`src/design/wred_regs_pkg.sv`:
```
// package: register map, field layout and reset values of the port wred register bank
package wred_regs_pkg;
  // ==========================================================
  // register byte offsets within one port's register space
  localparam logic [11:0] OFF_PM_THR = 12'h830;
  localparam logic [11:0] OFF_PM_PROB = 12'h834;
  localparam logic [11:0] OFF_Q_THR = 12'h840;
  localparam logic [11:0] OFF_Q_PROB = 12'h844;
  localparam logic [11:0] OFF_Q_MON = 12'h848;
  localparam logic [11:0] OFF_TXQ_SEL = 12'h900;
  localparam logic [11:0] OFF_VID_REP = 12'h904;
  localparam logic [11:0] OFF_POLICE = 12'h80c;
  // ==========================================================
  // field positions
  localparam int HI_LSB = 16;
  localparam int HI_MSB = 26;
  localparam int LO_MSB = 10;
  localparam int BIT_RAND_EN = 31;
  localparam int BIT_FLUSH = 30;
  localparam int BIT_ALL_INH = 29;
  localparam int BIT_YR_INH = 28;
  localparam int BIT_R_INH = 27;
  localparam int BIT_DROP_ALL = 26;
  localparam int CNT_MSB = 23;
  // ==========================================================
  // reset values
  localparam logic [10:0] RST_PM_MAX = 11'h400;
  localparam logic [10:0] RST_PM_MIN = 11'h080;
  localparam logic [10:0] RST_PM_PROB = 11'h020;
  localparam logic [10:0] RST_Q_MAX = 11'h080;
  localparam logic [10:0] RST_Q_MIN = 11'h009;
  localparam logic [10:0] RST_Q_PROB = 11'h010;
  localparam logic [23:0] CNT_ZERO = 24'h000000;
  localparam logic [23:0] CNT_ONE = 24'h000001;
  // ==========================================================
  // per-queue settings travel together
  typedef struct packed {
    logic [10:0] maxThr;
    logic [10:0] minThr;
    logic [10:0] probMult;
  } queue_cfg_t;
  // drop controls for the datapath
  typedef struct packed {
    logic randomDropEn;
    logic allColourDropInhibit;
    logic yellowRedDropInhibit;
    logic redDropInhibit;
    logic dropAll;
  } drop_ctrl_t;
endpackage

```
`src/design/port_wred_queue_regs.sv`:
```
// port wred queue register bank with avalon-mm slave
`timescale 1ns/100ps
// Function
// - memory max/min thresholds, reset 0x400/0x080
// - memory probability multiplier, reset 0x020
// - memory average queue size read-only
// - queue fields follow selected queue index
// - queue max/min thresholds, reset 0x080/0x009
// - queue probability multiplier, reset 0x010
// - selected queue average size read-only
// - bit 31 enables random drop
// - rising edge of bit 30 clears counters
// - bit 29 inhibits all colour drops
// - bit 28 inhibits yellow and red drops
// - bit 27 inhibits red drops
// - bit 26 drops all above max
// - 24-bit read-only packet event counter
// - 2-bit queue index selects queue
// - vid replacement uses port default vid
// - with vid replacement on, double tagging replaces outer service tag
// - police enable gates wred operation
module port_wred_queue_regs #(
  parameter int NUM_QUEUES = 4
) (
  // clock and reset
  input wire logic ref_clk,
  input wire logic nrst,
  // avalon-mm slave
  input wire logic [11:0] address,
  input wire logic read,
  input wire logic write,
  input wire logic [31:0] writedata,
  input wire logic [3:0] byteenable,
  output logic [31:0] readdata,
  output logic waitrequest,
  output logic [1:0] response,
  // averaging and event inputs from the datapath
  input wire logic [10:0] pmAvgSize,
  input wire logic [NUM_QUEUES*11-1:0] queueAvgSize,
  input wire logic [NUM_QUEUES-1:0] queueEvent,
  // configuration to the datapath
  output wred_regs_pkg::queue_cfg_t [NUM_QUEUES-1:0] queueCfg,
  output logic [10:0] pmMaxThr,
  output logic [10:0] pmMinThr,
  output logic [10:0] pmProbMult,
  output wred_regs_pkg::drop_ctrl_t dropCtrl,
  output logic wredActive,
  output logic vidReplaceEn,
  output logic outerServiceTagSel,
  // external control levels
  input wire logic doubleTagEn
);
  // ==========================================================
  // elaboration check
  if (NUM_QUEUES != 4) begin : gen_chk
    $error("queue index is two bits, NUM_QUEUES must be 4");
  end

  // ==========================================================
  // storage
  wred_regs_pkg::queue_cfg_t qCfg_ff [NUM_QUEUES]; // per-queue thresholds and multipliers
  logic [23:0] evCnt_ff [NUM_QUEUES]; // per-queue event counters
  logic [10:0] pmMax_ff, pmMin_ff, pmProb_ff; // packet-memory settings
  wred_regs_pkg::drop_ctrl_t drop_ff; // drop controls
  logic flushBit_ff; // stored flush bit, also edge reference
  logic [1:0] qSel_ff; // transmit queue index
  logic vidRep_ff; // vid replacement enable
  logic policeEn_ff; // police enable
  logic ack_ff; // answer phase flag
  logic [31:0] rdData_ff; // registered read data
  logic [1:0] resp_ff; // registered response
  logic [31:0] wMask; // byte mask from byteenable
  logic [31:0] wVal; // write data merged under mask into the current register word
  logic wrStb; // write accepted this edge
  logic flushEdge; // low to high on flush bit

  // ==========================================================
  // helpers
  // merges written bytes into an old word
  function automatic logic [31:0] merge(input logic [31:0] oldV, input logic [31:0] newV,
                                        input logic [31:0] m);
    merge = (oldV & ~m) | (newV & m);
  endfunction
  // packs two 11-bit fields into a word, reserved bits zero
  function automatic logic [31:0] pack2(input logic [10:0] hi, input logic [10:0] lo);
    pack2 = {5'h00, hi, 5'h00, lo};
  endfunction
  // decodes a known offset
  function automatic logic mapped(input logic [11:0] a);
    mapped = (a == wred_regs_pkg::OFF_PM_THR) || (a == wred_regs_pkg::OFF_PM_PROB) ||
             (a == wred_regs_pkg::OFF_Q_THR) || (a == wred_regs_pkg::OFF_Q_PROB) ||
             (a == wred_regs_pkg::OFF_Q_MON) || (a == wred_regs_pkg::OFF_TXQ_SEL) ||
             (a == wred_regs_pkg::OFF_VID_REP) || (a == wred_regs_pkg::OFF_POLICE);
  endfunction

  // ==========================================================
  // bus handshake: one wait cycle, answer on second edge
  assign wMask = {{8{byteenable[3]}}, {8{byteenable[2]}}, {8{byteenable[1]}},
                  {8{byteenable[0]}}};
  assign wrStb = write && ack_ff;
  assign waitrequest = (read || write) && !ack_ff;
  assign readdata = rdData_ff;
  assign response = resp_ff;

  // answer phase toggles once per request
  always_ff @(posedge ref_clk) begin
    if (!nrst) begin
      ack_ff <= 1'b0;
    end else begin
      ack_ff <= (read || write) && !ack_ff;
    end
  end

  // current word of each register, reserved bits zero
  function automatic logic [31:0] regWord(input logic [11:0] a);
    regWord = 32'h00000000;
    case (a)
      wred_regs_pkg::OFF_PM_THR: regWord = pack2(pmMax_ff, pmMin_ff);
      wred_regs_pkg::OFF_PM_PROB: regWord = pack2(pmProb_ff, pmAvgSize);
      wred_regs_pkg::OFF_Q_THR: regWord = pack2(qCfg_ff[qSel_ff].maxThr,
                                                qCfg_ff[qSel_ff].minThr);
      wred_regs_pkg::OFF_Q_PROB: regWord = pack2(qCfg_ff[qSel_ff].probMult,
                                                 queueAvgSize[qSel_ff*11 +: 11]);
      wred_regs_pkg::OFF_Q_MON: regWord = {drop_ff.randomDropEn, flushBit_ff,
                                           drop_ff.allColourDropInhibit,
                                           drop_ff.yellowRedDropInhibit, drop_ff.redDropInhibit,
                                           drop_ff.dropAll, 2'h0, evCnt_ff[qSel_ff]};
      wred_regs_pkg::OFF_TXQ_SEL: regWord = {30'h00000000, qSel_ff};
      wred_regs_pkg::OFF_VID_REP: regWord = {31'h00000000, vidRep_ff};
      wred_regs_pkg::OFF_POLICE: regWord = {31'h00000000, policeEn_ff};
      default: regWord = 32'h00000000;
    endcase
  endfunction

  // masked new word for the addressed register
  assign wVal = merge(regWord(address), writedata, wMask);

  // read data and response captured at the first edge of a request, while ack_ff is low
  always_ff @(posedge ref_clk) begin
    if (!nrst) begin
      rdData_ff <= 32'h00000000;
      resp_ff <= 2'h0;
    end else if ((read || write) && !ack_ff) begin
      rdData_ff <= read ? regWord(address) : 32'h00000000;
      resp_ff <= mapped(address) ? 2'h0 : 2'h2;
    end
  end

  // ==========================================================
  // packet-memory settings
  always_ff @(posedge ref_clk) begin
    if (!nrst) begin
      pmMax_ff <= wred_regs_pkg::RST_PM_MAX;
      pmMin_ff <= wred_regs_pkg::RST_PM_MIN;
      pmProb_ff <= wred_regs_pkg::RST_PM_PROB;
    end else if (wrStb && address == wred_regs_pkg::OFF_PM_THR) begin
      pmMax_ff <= wVal[wred_regs_pkg::HI_MSB:wred_regs_pkg::HI_LSB];
      pmMin_ff <= wVal[wred_regs_pkg::LO_MSB:0];
    end else if (wrStb && address == wred_regs_pkg::OFF_PM_PROB) begin
      pmProb_ff <= wVal[wred_regs_pkg::HI_MSB:wred_regs_pkg::HI_LSB];
    end
  end

  // per-queue settings, written only for the selected queue
  always_ff @(posedge ref_clk) begin
    if (!nrst) begin
      for (int i = 0; i < NUM_QUEUES; i++) begin
        qCfg_ff[i].maxThr <= wred_regs_pkg::RST_Q_MAX;
        qCfg_ff[i].minThr <= wred_regs_pkg::RST_Q_MIN;
        qCfg_ff[i].probMult <= wred_regs_pkg::RST_Q_PROB;
      end
    end else if (wrStb && address == wred_regs_pkg::OFF_Q_THR) begin
      qCfg_ff[qSel_ff].maxThr <= wVal[wred_regs_pkg::HI_MSB:wred_regs_pkg::HI_LSB];
      qCfg_ff[qSel_ff].minThr <= wVal[wred_regs_pkg::LO_MSB:0];
    end else if (wrStb && address == wred_regs_pkg::OFF_Q_PROB) begin
      qCfg_ff[qSel_ff].probMult <= wVal[wred_regs_pkg::HI_MSB:wred_regs_pkg::HI_LSB];
    end
  end

  // ==========================================================
  // monitor control bits
  always_ff @(posedge ref_clk) begin
    if (!nrst) begin
      drop_ff <= '0;
      flushBit_ff <= 1'b0;
    end else if (wrStb && address == wred_regs_pkg::OFF_Q_MON) begin
      drop_ff.randomDropEn <= wVal[wred_regs_pkg::BIT_RAND_EN];
      flushBit_ff <= wVal[wred_regs_pkg::BIT_FLUSH];
      drop_ff.allColourDropInhibit <= wVal[wred_regs_pkg::BIT_ALL_INH];
      drop_ff.yellowRedDropInhibit <= wVal[wred_regs_pkg::BIT_YR_INH];
      drop_ff.redDropInhibit <= wVal[wred_regs_pkg::BIT_R_INH];
      drop_ff.dropAll <= wVal[wred_regs_pkg::BIT_DROP_ALL];
    end
  end

  // flush only when a write takes the bit from low to high
  assign flushEdge = wrStb && (address == wred_regs_pkg::OFF_Q_MON) &&
                     wVal[wred_regs_pkg::BIT_FLUSH] && !flushBit_ff;

  // event counters: flush clears all, then events count (flush wins same cycle)
  always_ff @(posedge ref_clk) begin
    if (!nrst) begin
      for (int i = 0; i < NUM_QUEUES; i++) begin
        evCnt_ff[i] <= wred_regs_pkg::CNT_ZERO;
      end
    end else begin
      for (int i = 0; i < NUM_QUEUES; i++) begin
        if (flushEdge) begin
          evCnt_ff[i] <= wred_regs_pkg::CNT_ZERO;
        end else if (queueEvent[i]) begin
          evCnt_ff[i] <= evCnt_ff[i] + wred_regs_pkg::CNT_ONE;
        end
      end
    end
  end

  // ==========================================================
  // queue index, vid replacement and police enable
  always_ff @(posedge ref_clk) begin
    if (!nrst) begin
      qSel_ff <= 2'h0;
      vidRep_ff <= 1'b0;
      policeEn_ff <= 1'b0;
    end else if (wrStb && address == wred_regs_pkg::OFF_TXQ_SEL) begin
      qSel_ff <= wVal[1:0]; // byte lane 0 alone suffices
    end else if (wrStb && address == wred_regs_pkg::OFF_VID_REP) begin
      vidRep_ff <= wVal[0];
    end else if (wrStb && address == wred_regs_pkg::OFF_POLICE) begin
      policeEn_ff <= wVal[0];
    end
  end

  // ==========================================================
  // outputs to the datapath
  always_comb begin
    for (int i = 0; i < NUM_QUEUES; i++) begin
      queueCfg[i] = qCfg_ff[i];
    end
  end
  assign pmMaxThr = pmMax_ff;
  assign pmMinThr = pmMin_ff;
  assign pmProbMult = pmProb_ff;
  assign wredActive = policeEn_ff;
  // drop controls idle while policing and wred are off
  assign dropCtrl = policeEn_ff ? drop_ff : '0;
  assign vidReplaceEn = vidRep_ff;
  assign outerServiceTagSel = vidRep_ff && doubleTagEn;
endmodule

```
`config.mk`:
```
export PLATFORM = sky130hd
export DESIGN_NAME = port_wred_queue_regs
export DESIGN_NICKNAME = d
export VERILOG_FILES = /design/src/design/wred_regs_pkg.sv /design/src/design/port_wred_queue_regs.sv
export SDC_FILE = /design/constraint.sdc
export NUM_CORES = 1
export LEC_CHECK = 0
export BUFFER_PORTS_ARGS = -buffer_cell sky130_fd_sc_hd__buf_2
export CELL_PAD_IN_SITES_DETAIL_PLACEMENT = 1
export CELL_PAD_IN_SITES_GLOBAL_PLACEMENT = 1
export CORE_ASPECT_RATIO = 1.5
export CORE_UTILIZATION = 45
export CTS_BUF_LIST = sky130_fd_sc_hd__clkbuf_8
export DETAILED_ROUTE_END_ITERATION = 16
export GPL_ROUTABILITY_DRIVEN = 0
export PLACE_DENSITY = 0.89
export SLEW_MARGIN = 10
export SYNTH_ARGS = -nofsm -noshare
export SYNTH_HDL_FRONTEND = slang
export SYNTH_SLANG_ARGS = --single-unit
```
`constraint.sdc`:
```
create_clock -name ref_clk -period 2.88 [get_ports ref_clk]
set_input_delay 0.144 -clock ref_clk [delete_from_list [all_inputs] [get_ports ref_clk]]
set_output_delay 0.144 -clock ref_clk [all_outputs]
set_load 0.01 [all_outputs]
```
* Word-level counts from Yosys, hierarchy flattened
Memories as Yosys holds them, arrays and structs flattened. A register that Yosys moved wholly into a read port is not among the register bits. Index checks and enable logic that the tools add are counted. Widths: inputs -> output; s select.
Word-level totals: input port bits 112, memory bits (writable) 228, logic and storage cells 119, register bits after elaboration 78, output and inout bits 208, memories 2
Operators by class: equal/unequal tests 8, shift-type cells 1, muxes and demuxes 46, multiply operators 1, reduce and logical (&&, ||, !) cells 27, bitwise logic cells 15, add/sub/neg operators 4
Memory list:
- qCfg_ff | words 4, width 33, read ports 5, clocked after Yosys merged registers in 1, write ports 4, line port_wred_queue_regs.sv:61 | wred_regs_pkg::queue_cfg_t qCfg_ff [NUM_QUEUES];
- evCnt_ff | words 4, width 24, read ports 5, clocked after Yosys merged registers in 1, write ports 4, line port_wred_queue_regs.sv:62 | logic [23:0] evCnt_ff [NUM_QUEUES];
Operator list (count):
- $pmux 32 s8 | 1
- $mux 24 | 8
- $add 24x1->24 const B | 4
- $eq 12x12->1 const B | 8
- $and 32x32->32 | 2
- $shiftx 44x7->11 | 1
- $mux 33 | 1
- $reduce_or 33->1 | 1
- $mux 32 | 1
- $not 32->32 | 1
- $or 32x32->32 | 1
- $mux 1 | 27
- $mux 2 | 7
- $logic_and 1x1->1 | 13
- $logic_or 1x1->1 | 8
- $or 1x1->1 | 8
- $mul 2x4->6 const B | 1
- $mux 5 | 1
- $reduce_and 2->1 | 2
- $not 1->1 | 3
- $reduce_and 3->1 | 1
- $logic_not 1->1 | 2

* Longest topological paths before layout
Gate-level depths: netlist of run 1.
depth in word-level cells 12, mapped depth 9, depth with buffers taken out 6

* Worst setup path before layout of run 1
No wires, ideal clock.
kind input-to-reg, start input port address[8], end memory qCfg_ff[3][11] (netlist name), enable pin, setup time 0.379 ns, stages on the path 7, arrival time 2.014 ns, slack 0.487 ns, data required time 2.501 ns, cells stage by stage or4b_1 > clkbuf_2 > nor2_1 > and4_1 > nand3_1 > buf_2 > nand2_1
RTL lines:
- start: declaration | line port_wred_queue_regs.sv:29 | input wire logic [11:0] address,
- end: declaration | line port_wred_queue_regs.sv:61

==> flow_summary.json, run 1 <==
{
  "place.port_buffers": 313,
  "clock_sinks": 307,
  "dp_worst_setup_slack_ps": 275,
  "timing.max_slew.rel_slack_pct": 30.0,
  "worst_ep_arrival_time_ps": 3190,
  "drt-pass1-iter-count": 5,
  "path_max_fanout": 13,
  "final_cell_mix": "313 x buf_2, 249 x nor2_1, 228 x edfxtp_1, 103 x nand2_1, 91 x nand3_1",
  "post_synth.cell_area_avg_sq_um": 11.5,
  "synth.yosys.warnings": 0,
  "design.core.area_sq_mm": 0.0344,
  "netlist-cell-type-count": 69,
  "met1_usage_pct": 42.1,
  "fraction_of_met3_tracks_used_by_global_routing_pct": 8.25,
  "worst_setup_path_end_kind": "flip-flop",
  "via_count_of_the_first_global_routing_pass": 15500,
  "clock_tree.root_cell": "clkbuf_8",
  "startpoint_types": "flip-flop",
  "rsz0062_at_grt": "no",
  "ys_dominant_reg_cell": "edfxtp_1",
  "layout-drive-gt1-share_pct": 31.0,
  "postRouteWirelength_mm": 67.8,
  "clock-skew-final_ps": 42.5,
  "finalSetupTns_ps": 0,
  "die_y_um": 231,
  "final.period_utilization_pct": 99.2,
  "maxCapViolations": 0,
  "global_route_wire_length_before_repair_mm": 100,
  "post_cts_buffers": 0,
  "final_antenna_net_count": 0,
  "post-dp-hpwl_mm": 46.8,
  "globalRouteOverflowTotal": 0,
  "ir_worst_vdd_mv": 0.253,
  "worst_slew_pin_slew_ps": 1040,
  "global_route.usage.total_pct": 38.0,
  "worstHoldPathType": "primary input to flip-flop",
  "p_per_area_mw_per_mm2": 515,
  "layout.filler_cells": 3691,
  "tritoncts": "yes",
  "nets": 1846,
  "routed_via_density": 6.64,
  "start_util_pct": 45.9,
  "synth-edff-count": 228,
  "fp-row-count": 83,
  "fp.dieArea_sq_mm": 0.0358,
  "postSynthRegisterBits": 307,
  "timing_hold_violations_final": 0,
  "wire_per_inst_um": 30.3,
  "vias": 14800,
  "clock_buffers_created_by_tritoncts": 47,
  "clkSlewWorstSetupHoldPaths_ps": 70,
  "htreeDepth": 2,
  "max_freq_mhz": 350,
  "reported_leakage_power_nw": 7.32,
  "worstSkewPairLatency_ps": 630,
  "netlist_instances": 1367,
  "mappedNetlistArea_sq_mm": 0.0158,
  "worst_ep_required_time_ps": 3210,
  "most_congested_layer_reported_by_global_routing": "met2",
  "grt_use_met2_pct": 64.0,
  "dr.first_iter.drc_count": 1692,
  "synthToLayoutAreaGrowth_pct": 22.6,
  "antenna_found_initial": 3,
  "final.setup.worst_slack_ps": 21.8,
  "synth.yosys.seq_area_share_pct": 53.5,
  "mostFrequentLayoutCell": "buf_2",
  "setup_viol": 0,
  "chipWidth_um": 155,
  "post-route-drc-count": 0,
  "critPathKind": "flip-flop to flip-flop",
  "syn-num-nets": 1483,
  "cts.path.max_buffers": 3,
  "postSynth.asyncResetShare_pct": 0,
  "result_of_the_run": "complete, no violations",
  "largest_net_degree_at_the_start_of_global_routing": 41,
  "fin_util_pct": 56.3,
  "timing.final.max_slew_violations": 0,
  "io_pins": 320,
  "min_period_ps": 2860
}
logic make-up after synthesis:
group,synth area share (%)
xor gates and xnor gates,4.89
AOI/OAI and AO/OA,6.15
muxes,12.8
DFF,53.5
buffers and inverters,3.53
and+or+nand+nor,18.8
adders and majority gates,0.317
other,0.0238
worst max-delay path, cell delays in order (launching register included):
cell and delay (ps):
dfxtp_1 880, mux4_2 430, a22oi_1 350, o2111ai_1 260, mux2i_1 510, nor2_1 110
routing by layer:
layer / up-vias / wire length [um]
li1: 5839 / -
met1: 7311 / 22000
met2: 1294 / 33400
met3: 399 / 6680
met4: 2 / 5730
met5: - / 13
state kept, by name, indices dropped and copies added, names as in the netlist, named ones only:
name,cells
ack_ff,1
drop_ff,5
evCnt_ff,96
flushBit_ff,1
pmMaxThr,11
pmMinThr,11
pmProbMult,11
qCfg_ff,132
qSel_ff,2
readdata,32
response,1
vidReplaceEn,1
wredActive,1
layout make-up:
class | count | area (sq um) | share of cell area, %
Timing Repair Buffer | 404 | 2440 | 12.6
Antenna cell | 1 | 2.50 | 0.0129
Clock inverter | 32 | 241 | 1.25
Tap cell | 467 | 584 | 3.02
Inverter | 20 | 75.1 | 0.388
Multi-Input combinational cell | 950 | 6810 | 35.2
Sequential cell | 307 | 8430 | 43.6
Clock buffer | 54 | 743 | 3.84
synth_stat cells (all sizes together), types with 4 or more instances:
master | count | area, sq um
xnor2 | 61 | 534
edfxtp | 228 | 6850
mux2i | 29 | 340
o21ai | 23 | 123
nor2 | 249 | 935
nor3 | 28 | 140
and2 | 13 | 81.3
o211ai | 8 | 60.1
xor2 | 27 | 236
mux2 | 11 | 124
dfxtp | 79 | 1580
and4 | 12 | 105
nand2b | 13 | 81.3
a22oi | 22 | 165
nand4 | 50 | 313
buf | 52 | 334
ha | 4 | 50.1
and3 | 20 | 125
o31ai | 6 | 72.6
a32oi | 7 | 61.3
nand3 | 91 | 455
a21oi | 18 | 97.6
o22ai | 15 | 93.8
inv | 20 | 75.1
a22o | 14 | 123
mux4 | 68 | 1550
o2111ai | 4 | 35.0
nor4b | 4 | 77.6
nor4 | 11 | 83.8
nor3b | 5 | 47.5
nand2 | 105 | 399
clkbuf | 38 | 148
worst paths after layout:
path	startpoint	endpoint	slack [ps]	cells past startpoint
worst max-delay path	qSel_ff[1]$_SDFFE_PN0P_	qCfg_ff[1][17]$_SDFFCE_PN0P_	20	5
worst min-delay path	writedata[24]	qCfg_ff[3][30]$_SDFFCE_PN0P_	30	3
worst max register to register	qSel_ff[1]$_SDFFE_PN0P_	qCfg_ff[1][17]$_SDFFCE_PN0P_	20	5
worst min register to register	readdata[1]$_SDFFE_PN0P_	readdata[1]$_SDFFE_PN0P_	450	2
repair_timing:
| action | 4_1_cts | 5_1_grt |
|---|---|---|
| endpoints found under the hold margin | 34 | 0 |
| endpoints found under the setup margin | 0 | 1 |
| hold buffers | 28 | 0 |
| resized for setup | 0 | 1 |
metrics by stage:
| step | power, W | hold slack, ps | cells | cell area, sq um |
|---|---|---|---|---|
| 3_5_place_dp | 0.00595 | 397 | 2120 | 18100 |
| 5_1_grt | 0.0101 | 28.4 | 2234 | 19300 |
| 3_3_place_gp | 0.00589 | 381 | 2120 | 18100 |
| 2_1_floorplan | 0.00551 | 288 | 1367 | 15800 |
| 6_report | 0.00995 | 28.4 | 2235 | 19300 |
| 4_1_cts | 0.00989 | 4.56 | 2234 | 19300 |
power breakdown:
part           total, W  switching [W]  internal (W)
clock network   0.00400        0.00192       0.00208
registers       0.00510       0.000199       0.00490
logic          0.000856       0.000528      0.000328
total           0.00995        0.00265       0.00730
Note: power is estimated with default switching activity, not from simulation.
==> run 2, diff against run 1 <==
TNS_END_PERCENT = 10   (was default)
clock period = 3.53 ns   (was 2.88 ns; I/O delays follow)
==> run 2 against run 1 <==
Power down 22%. Clock-buffer cell count down 1. Clock skew up 11 ps. Cell area down 2.1%. Worst hold slack better by 6.5 ps. Fmax down 10%. Utilization down 1.2 points. Critical path depth unchanged. Critical path type unchanged. Critical endpoint is now qCfg_ff[0][21]$_SDFFCE_PN0P_. Largest cell class unchanged.
==> flow_summary.json, run 2 (synthesis gave the netlist of run 1 again) <==
{
  "worstHoldPathType": "primary input to flip-flop",
  "antenna_found_initial": 3,
  "critPathKind": "flip-flop to flip-flop",
  "dr.first_iter.drc_count": 1661,
  "result_of_the_run": "complete, no violations",
  "via_count_of_the_first_global_routing_pass": 15100,
  "clock_sinks": 307,
  "largest_register_ffs": 132,
  "globalRouteOverflowTotal": 0,
  "clock-skew-final_ps": 53.8,
  "worst_slew_pin_slew_ps": 1150,
  "clkSlewWorstSetupHoldPaths_ps": 80,
  "final_cell_mix": "313 x buf_2, 249 x nor2_1, 228 x edfxtp_1, 103 x nand2_1, 91 x nand3_1",
  "r2r_slack_ps": 340,
  "hold_end": "qCfg_ff[3][30]$_SDFFCE_PN0P_",
  "cts.path.max_buffers": 3,
  "clock_buffers_created_by_tritoncts": 48,
  "timing.max_slew.rel_slack_pct": 23.1,
  "setup_viol": 0,
  "holdWs_ps": 34.9,
  "synthToLayoutAreaGrowth_pct": 20.1,
  "hold_buffers": 23,
  "worst_ep_arrival_time_ps": 3490,
  "rr_startpoint": "qSel_ff[1]$_SDFFE_PN0P_",
  "top_register": "qCfg_ff",
  "htreeDepth": 2,
  "timing_hold_violations_final": 0,
  "fp.dieArea_sq_mm": 0.0358,
  "postRouteWirelength_mm": 65.6,
  "design.core.area_sq_mm": 0.0344,
  "timing.final.max_slew_violations": 0,
  "global_route.usage.total_pct": 36.9,
  "worst-path-buf-inv": 0,
  "final.period_utilization_pct": 90.4,
  "routed_via_density": 6.51,
  "post_cts_gate_resize_count": 0,
  "worstRegToRegCells": 5,
  "io_pins": 320,
  "path_cells": "mux4_2 -> nand2_1 -> a21oi_1 -> o31ai_1 -> nor2_1",
  "drt-pass1-iter-count": 6,
  "largest_net_degree_at_the_start_of_global_routing": 46,
  "cp_slowest_cell": "dfxtp_1",
  "fp-row-count": 83,
  "path_delay_family": "flip-flops",
  "post-route-drc-count": 0,
  "final_antenna_net_count": 0,
  "place.port_buffers": 313,
  "worst_setup_path_end_kind": "flip-flop",
  "worstSkewPairLatency_ps": 620,
  "path_max_fanout": 19,
  "worst_hold_startpoint": "writedata[24]",
  "layout-drive-gt1-share_pct": 29.5,
  "min_period_ps": 3190,
  "vias": 14400,
  "timing.critical_path.slowest_cell_delay_ps": 1090,
  "startpoint_types": "flip-flop",
  "maxCapViolations": 0,
  "min_path_cells": 3,
  "tritoncts": "yes",
  "clock_tree.root_cell": "clkbuf_8",
  "wire_per_inst_um": 29.7,
  "max_freq_mhz": 313,
  "ir_worst_vdd_mv": 0.270,
  "post_cts_buffers": 0,
  "worst_ep_required_time_ps": 3830,
  "finalSetupTns_ps": 0,
  "start_util_pct": 45.9,
  "reported_leakage_power_nw": 7.12,
  "p_per_area_mw_per_mm2": 410,
  "mostFrequentLayoutCell": "buf_2",
  "r2r-end": "qCfg_ff[0][21]$_SDFFCE_PN0P_",
  "rsz0062_at_grt": "no",
  "die_y_um": 231,
  "post-dp-hpwl_mm": 46.0,
  "chipWidth_um": 155,
  "nets": 1818,
  "global_route_wire_length_before_repair_mm": 97.3
}
==> run 2: changes by cell type in the layout (fill, tap and decap cells not counted) <==
cell / change
buf_12: -6
buf_4: -18
bufinv_16: -4
clkbuf_8: -1
clkinv_1: +1
clkinv_2: -5
clkinvlp_4: +2
diode_2: +1
dlygate4sd3_1: -5
inv_1: +10
mux2i_1: +1
mux2i_2: -1
==> run 2: area by class of cell <==
type	instances	area [sq um]
inverter	20	75.1
fill	3695	15400
antenna	2	5.00
clock buffer	53	729
tap	467	584
clock inverter	36	153
multi-input combinational	950	6810
timing repair buffer	375	2140
sequential	307	8430
==> run 2: through the flow <==
stage | cells | worst slack, ps | instance area, sq um | power, W | util, %
floorplan | 1367 | 1100 | 15800 | 0.00450 | -
global placement | 2096 | 747 | 17800 | 0.00478 | 51.8
detailed placement | 2096 | 672 | 17800 | 0.00483 | 51.8
CTS | 2208 | 591 | 18900 | 0.00768 | 55.1
global route | 2210 | 294 | 18900 | 0.00790 | 55.1
finish | 2210 | 338 | 18900 | 0.00775 | 55.1
==> run 2: worst min-delay path, stage by stage <==
cell     delay, ps
buf_2          100
mux2i_4        140
nor2_1         110
==> run 2: metal layers <==
layer / GRT usage [%] / up-vias / wire [um]
li1: - / 5784 / -
met1: 40.4 / 7138 / 21600
met2: 62.3 / 1109 / 32100
met3: 8.17 / 362 / 6130
met4: 28.0 / 2 / 5770
met5: 0 / - / 13
==> run 2: worst max path at each step <==
stage / start / end / slack, ps / cells after the start
2_1_floorplan: address[8] / qCfg_ff[3][11]$_SDFFCE_PN1P_ / 1100 / 7
3_3_place_gp: address[2] / qCfg_ff[1][0]$_SDFFCE_PN0P_ / 750 / 6
4_1_cts: flip-flop / qCfg_ff[3][2]$_SDFFCE_PN0P_ / 590 / 5
5_1_grt: qSel_ff[1]$_SDFFE_PN0P_ / qCfg_ff[0][21]$_SDFFCE_PN0P_ / 290 / 5
3_5_place_dp: flip-flop / qCfg_ff[0][2]$_SDFFCE_PN0P_ / 670 / 5
6_report: qSel_ff[1]$_SDFFE_PN0P_ / qCfg_ff[0][21]$_SDFFCE_PN0P_ / 340 / 5
==> run 2: where the power goes <==
part | internal [W] | total [W] | switching, W
sequential | 0.00400 | 0.00415 | 0.000157
combinational | 0.000250 | 0.000668 | 0.000418
clock | 0.00138 | 0.00293 | 0.00155
total | 0.00563 | 0.00775 | 0.00213
==> run 3, diff against run 2 <==
RECOVER_POWER = 100   (was default)
SKIP_LAST_GASP = 1   (was default)
==> run 3 against run 2 <==
The flow now finishes with violations (max-capacitance violations, max-slew violations). Clock power about the same. Die area unchanged. Routed wire length about the same. Fmax down 4.1%. Cell area down 1.8%. Critical path depth up 1. Setup slack worse by 140 ps. Non-clock buffer count unchanged. Critical endpoint is now qCfg_ff[3][31]$_SDFFCE_PN0P_.
==> flow_summary.json, run 3 (synthesis gave the netlist of run 1 again) <==
{
  "result_of_the_run": "finished, violations left",
  "violations_in_the_final_reports": "max-capacitance violations, max-slew violations",
  "worst_setup_path_end_kind": "flip-flop",
  "worstSkewPairLatency_ps": 620,
  "htreeDepth": 2,
  "area_of_combinational_cells_with_multiple_inputs_sq_mm": 0.00680,
  "seqCellArea_sq_mm": 0.00843,
  "vias": 14400,
  "layout-drive-gt1-share_pct": 17.1,
  "timing.critical_path.slowest_cell_delay_ps": 1200,
  "timing_hold_violations_final": 0,
  "rsz0062_at_grt": "no",
  "clkSlewWorstSetupHoldPaths_ps": 70,
  "r2r-end": "qCfg_ff[3][31]$_SDFFCE_PN0P_",
  "final.period_utilization_pct": 94.3,
  "dr.first_iter.drc_count": 1734,
  "largest_register_ffs": 132,
  "worst_ep_required_time_ps": 3700,
  "clock_sinks": 307,
  "die_y_um": 231,
  "path_max_fanout": 22,
  "maxCapViolations": 2,
  "clock_buffers_created_by_tritoncts": 48,
  "setup_viol": 0,
  "antenna_found_initial": 3,
  "cts.path.max_buffers": 3,
  "fp.dieArea_sq_mm": 0.0358,
  "finalSetupTns_ps": 0,
  "placed_cells_incl_taps": 2096,
  "final.setup.worst_slack_ps": 202,
  "mostFrequentLayoutCell": "nor2_1",
  "rr_startpoint": "ack_ff$_SDFF_PN0_",
  "ir_worst_vdd_mv": 0.271,
  "post_cts_buffers": 0,
  "drt-pass1-iter-count": 7,
  "layout.filler_cells": 3808,
  "design.core.area_sq_mm": 0.0344,
  "timing.final.max_slew_violations": 48,
  "clock_tree.root_cell": "clkbuf_8",
  "post-route-drc-count": 0,
  "final_cell_mix": "249 x nor2_1, 228 x edfxtp_1, 212 x clkbuf_1, 110 x buf_2, 105 x nand2_1",
  "worstHoldPathType": "primary input to flip-flop",
  "post-dp-hpwl_mm": 46.0,
  "globalRouteOverflowTotal": 0,
  "final_antenna_net_count": 0,
  "chipWidth_um": 155,
  "synthToLayoutAreaGrowth_pct": 17.9,
  "clock-skew-final_ps": 53.6,
  "timing.max_slew.rel_slack_pct": -10.2,
  "postRouteWirelength_mm": 65.7,
  "nets": 1818,
  "top_register": "qCfg_ff",
  "global_route.usage.total_pct": 36.9,
  "startpoint_types": "flip-flop",
  "fp-row-count": 83,
  "io_pins": 320,
  "crit_path_start": "ack_ff$_SDFF_PN0_",
  "reported_leakage_power_nw": 6.37,
  "critical_path.endpoint": "qCfg_ff[3][31]$_SDFFCE_PN0P_",
  "global_route_wire_length_before_repair_mm": 97.3,
  "p_per_area_mw_per_mm2": 416,
  "largest_net_degree_at_the_start_of_global_routing": 46,
  "cp_slowest_cell": "clkbuf_1",
  "start_util_pct": 45.9,
  "worst_ep_arrival_time_ps": 3500,
  "max_freq_mhz": 300,
  "place.port_buffers": 313,
  "r2r_slack_ps": 200,
  "post_route_non_filler_standard_cell_count": 2210,
  "path_cells": "nand2_1 -> nor2_1 -> and4_1 -> nand3_1 -> nand2_1 -> clkbuf_1",
  "via_count_of_the_first_global_routing_pass": 15100,
  "worst_slew_pin_slew_ps": 1650,
  "wire_per_inst_um": 29.7,
  "routed_via_density": 6.53,
  "critPathKind": "flip-flop to flip-flop",
  "dp_worst_setup_slack_ps": 672,
  "crit_path_frequent_cell": "nand2_1",
  "tritoncts": "yes",
  "worstRegToRegCells": 6,
  "min_period_ps": 3330
}
## run 3: final cells by class
class                      count  area share [%]
antenna                        2          0.0269
clock buffer                  53            3.92
clock inverter                36           0.821
inverter                      20           0.404
multi-input combinational    950            36.6
sequential                   307            45.3
tap                          467            3.14
timing repair buffer         375            9.76
## run 3: routing by layer
| layer | up-vias | wire length [um] | part of all wire [%] | GRT usage, % |
|---|---|---|---|---|
| met1 | 7184 | 21400 | 33 | 40.4 |
| met5 | - | 16 | 0.024 | 0 |
| met4 | 2 | 5830 | 8.9 | 28.0 |
| met2 | 1106 | 32200 | 49 | 62.3 |
| li1 | 5773 | - | - | - |
| met3 | 367 | 6190 | 9.4 | 8.17 |
## run 3: what timing repair did
item / CTS / global route
endpoints found under the hold margin: 21 / 0
gates resized for setup: 0 / 0
hold buffers: 23 / 0
## run 3: per-stage QoR
| step | util, % | instance area, sq um | hold WS, ps | total power [W] |
|---|---|---|---|---|
| floorplan | - | 15800 | 320 | 0.00450 |
| global route | 54.1 | 18600 | 43.9 | 0.00788 |
| finish | 54.1 | 18600 | 35.8 | 0.00774 |
| CTS | 55.1 | 18900 | 20.0 | 0.00768 |
| global placement | 51.8 | 17800 | 414 | 0.00478 |
| detailed placement | 51.8 | 17800 | 429 | 0.00483 |
## run 3: how the worst min path moves through the flow
stage,startpoint,to,cells after the start
after floorplan,writedata[27],drop_ff[1]$_SDFFE_PN0N_,2
after global placement,writedata[29],drop_ff[3]$_SDFFE_PN0N_,3
after detailed placement,writedata[28],drop_ff[2]$_SDFFE_PN0N_,3
after CTS,writedata[16],qCfg_ff[0][22]$_SDFFCE_PN0P_,3
after global routing,writedata[16],qCfg_ff[0][22]$_SDFFCE_PN0P_,3
final,writedata[24],qCfg_ff[3][30]$_SDFFCE_PN0P_,3
## run 3: report_power, final
group	switching (W)	internal (W)	leakage [nW]
clock network	0.00155	0.00138	0.520
registers	0.000158	0.00400	3.01
logic	0.000417	0.000228	2.84
total	0.00213	0.00561	6.37
## run 3: critical path, delay by kind of cell (launching register included)
kind | cells | cell delay (ps)
and+or+nand+nor | 5 | 1240
DFF | 1 | 430
buffers and inverters | 1 | 1200
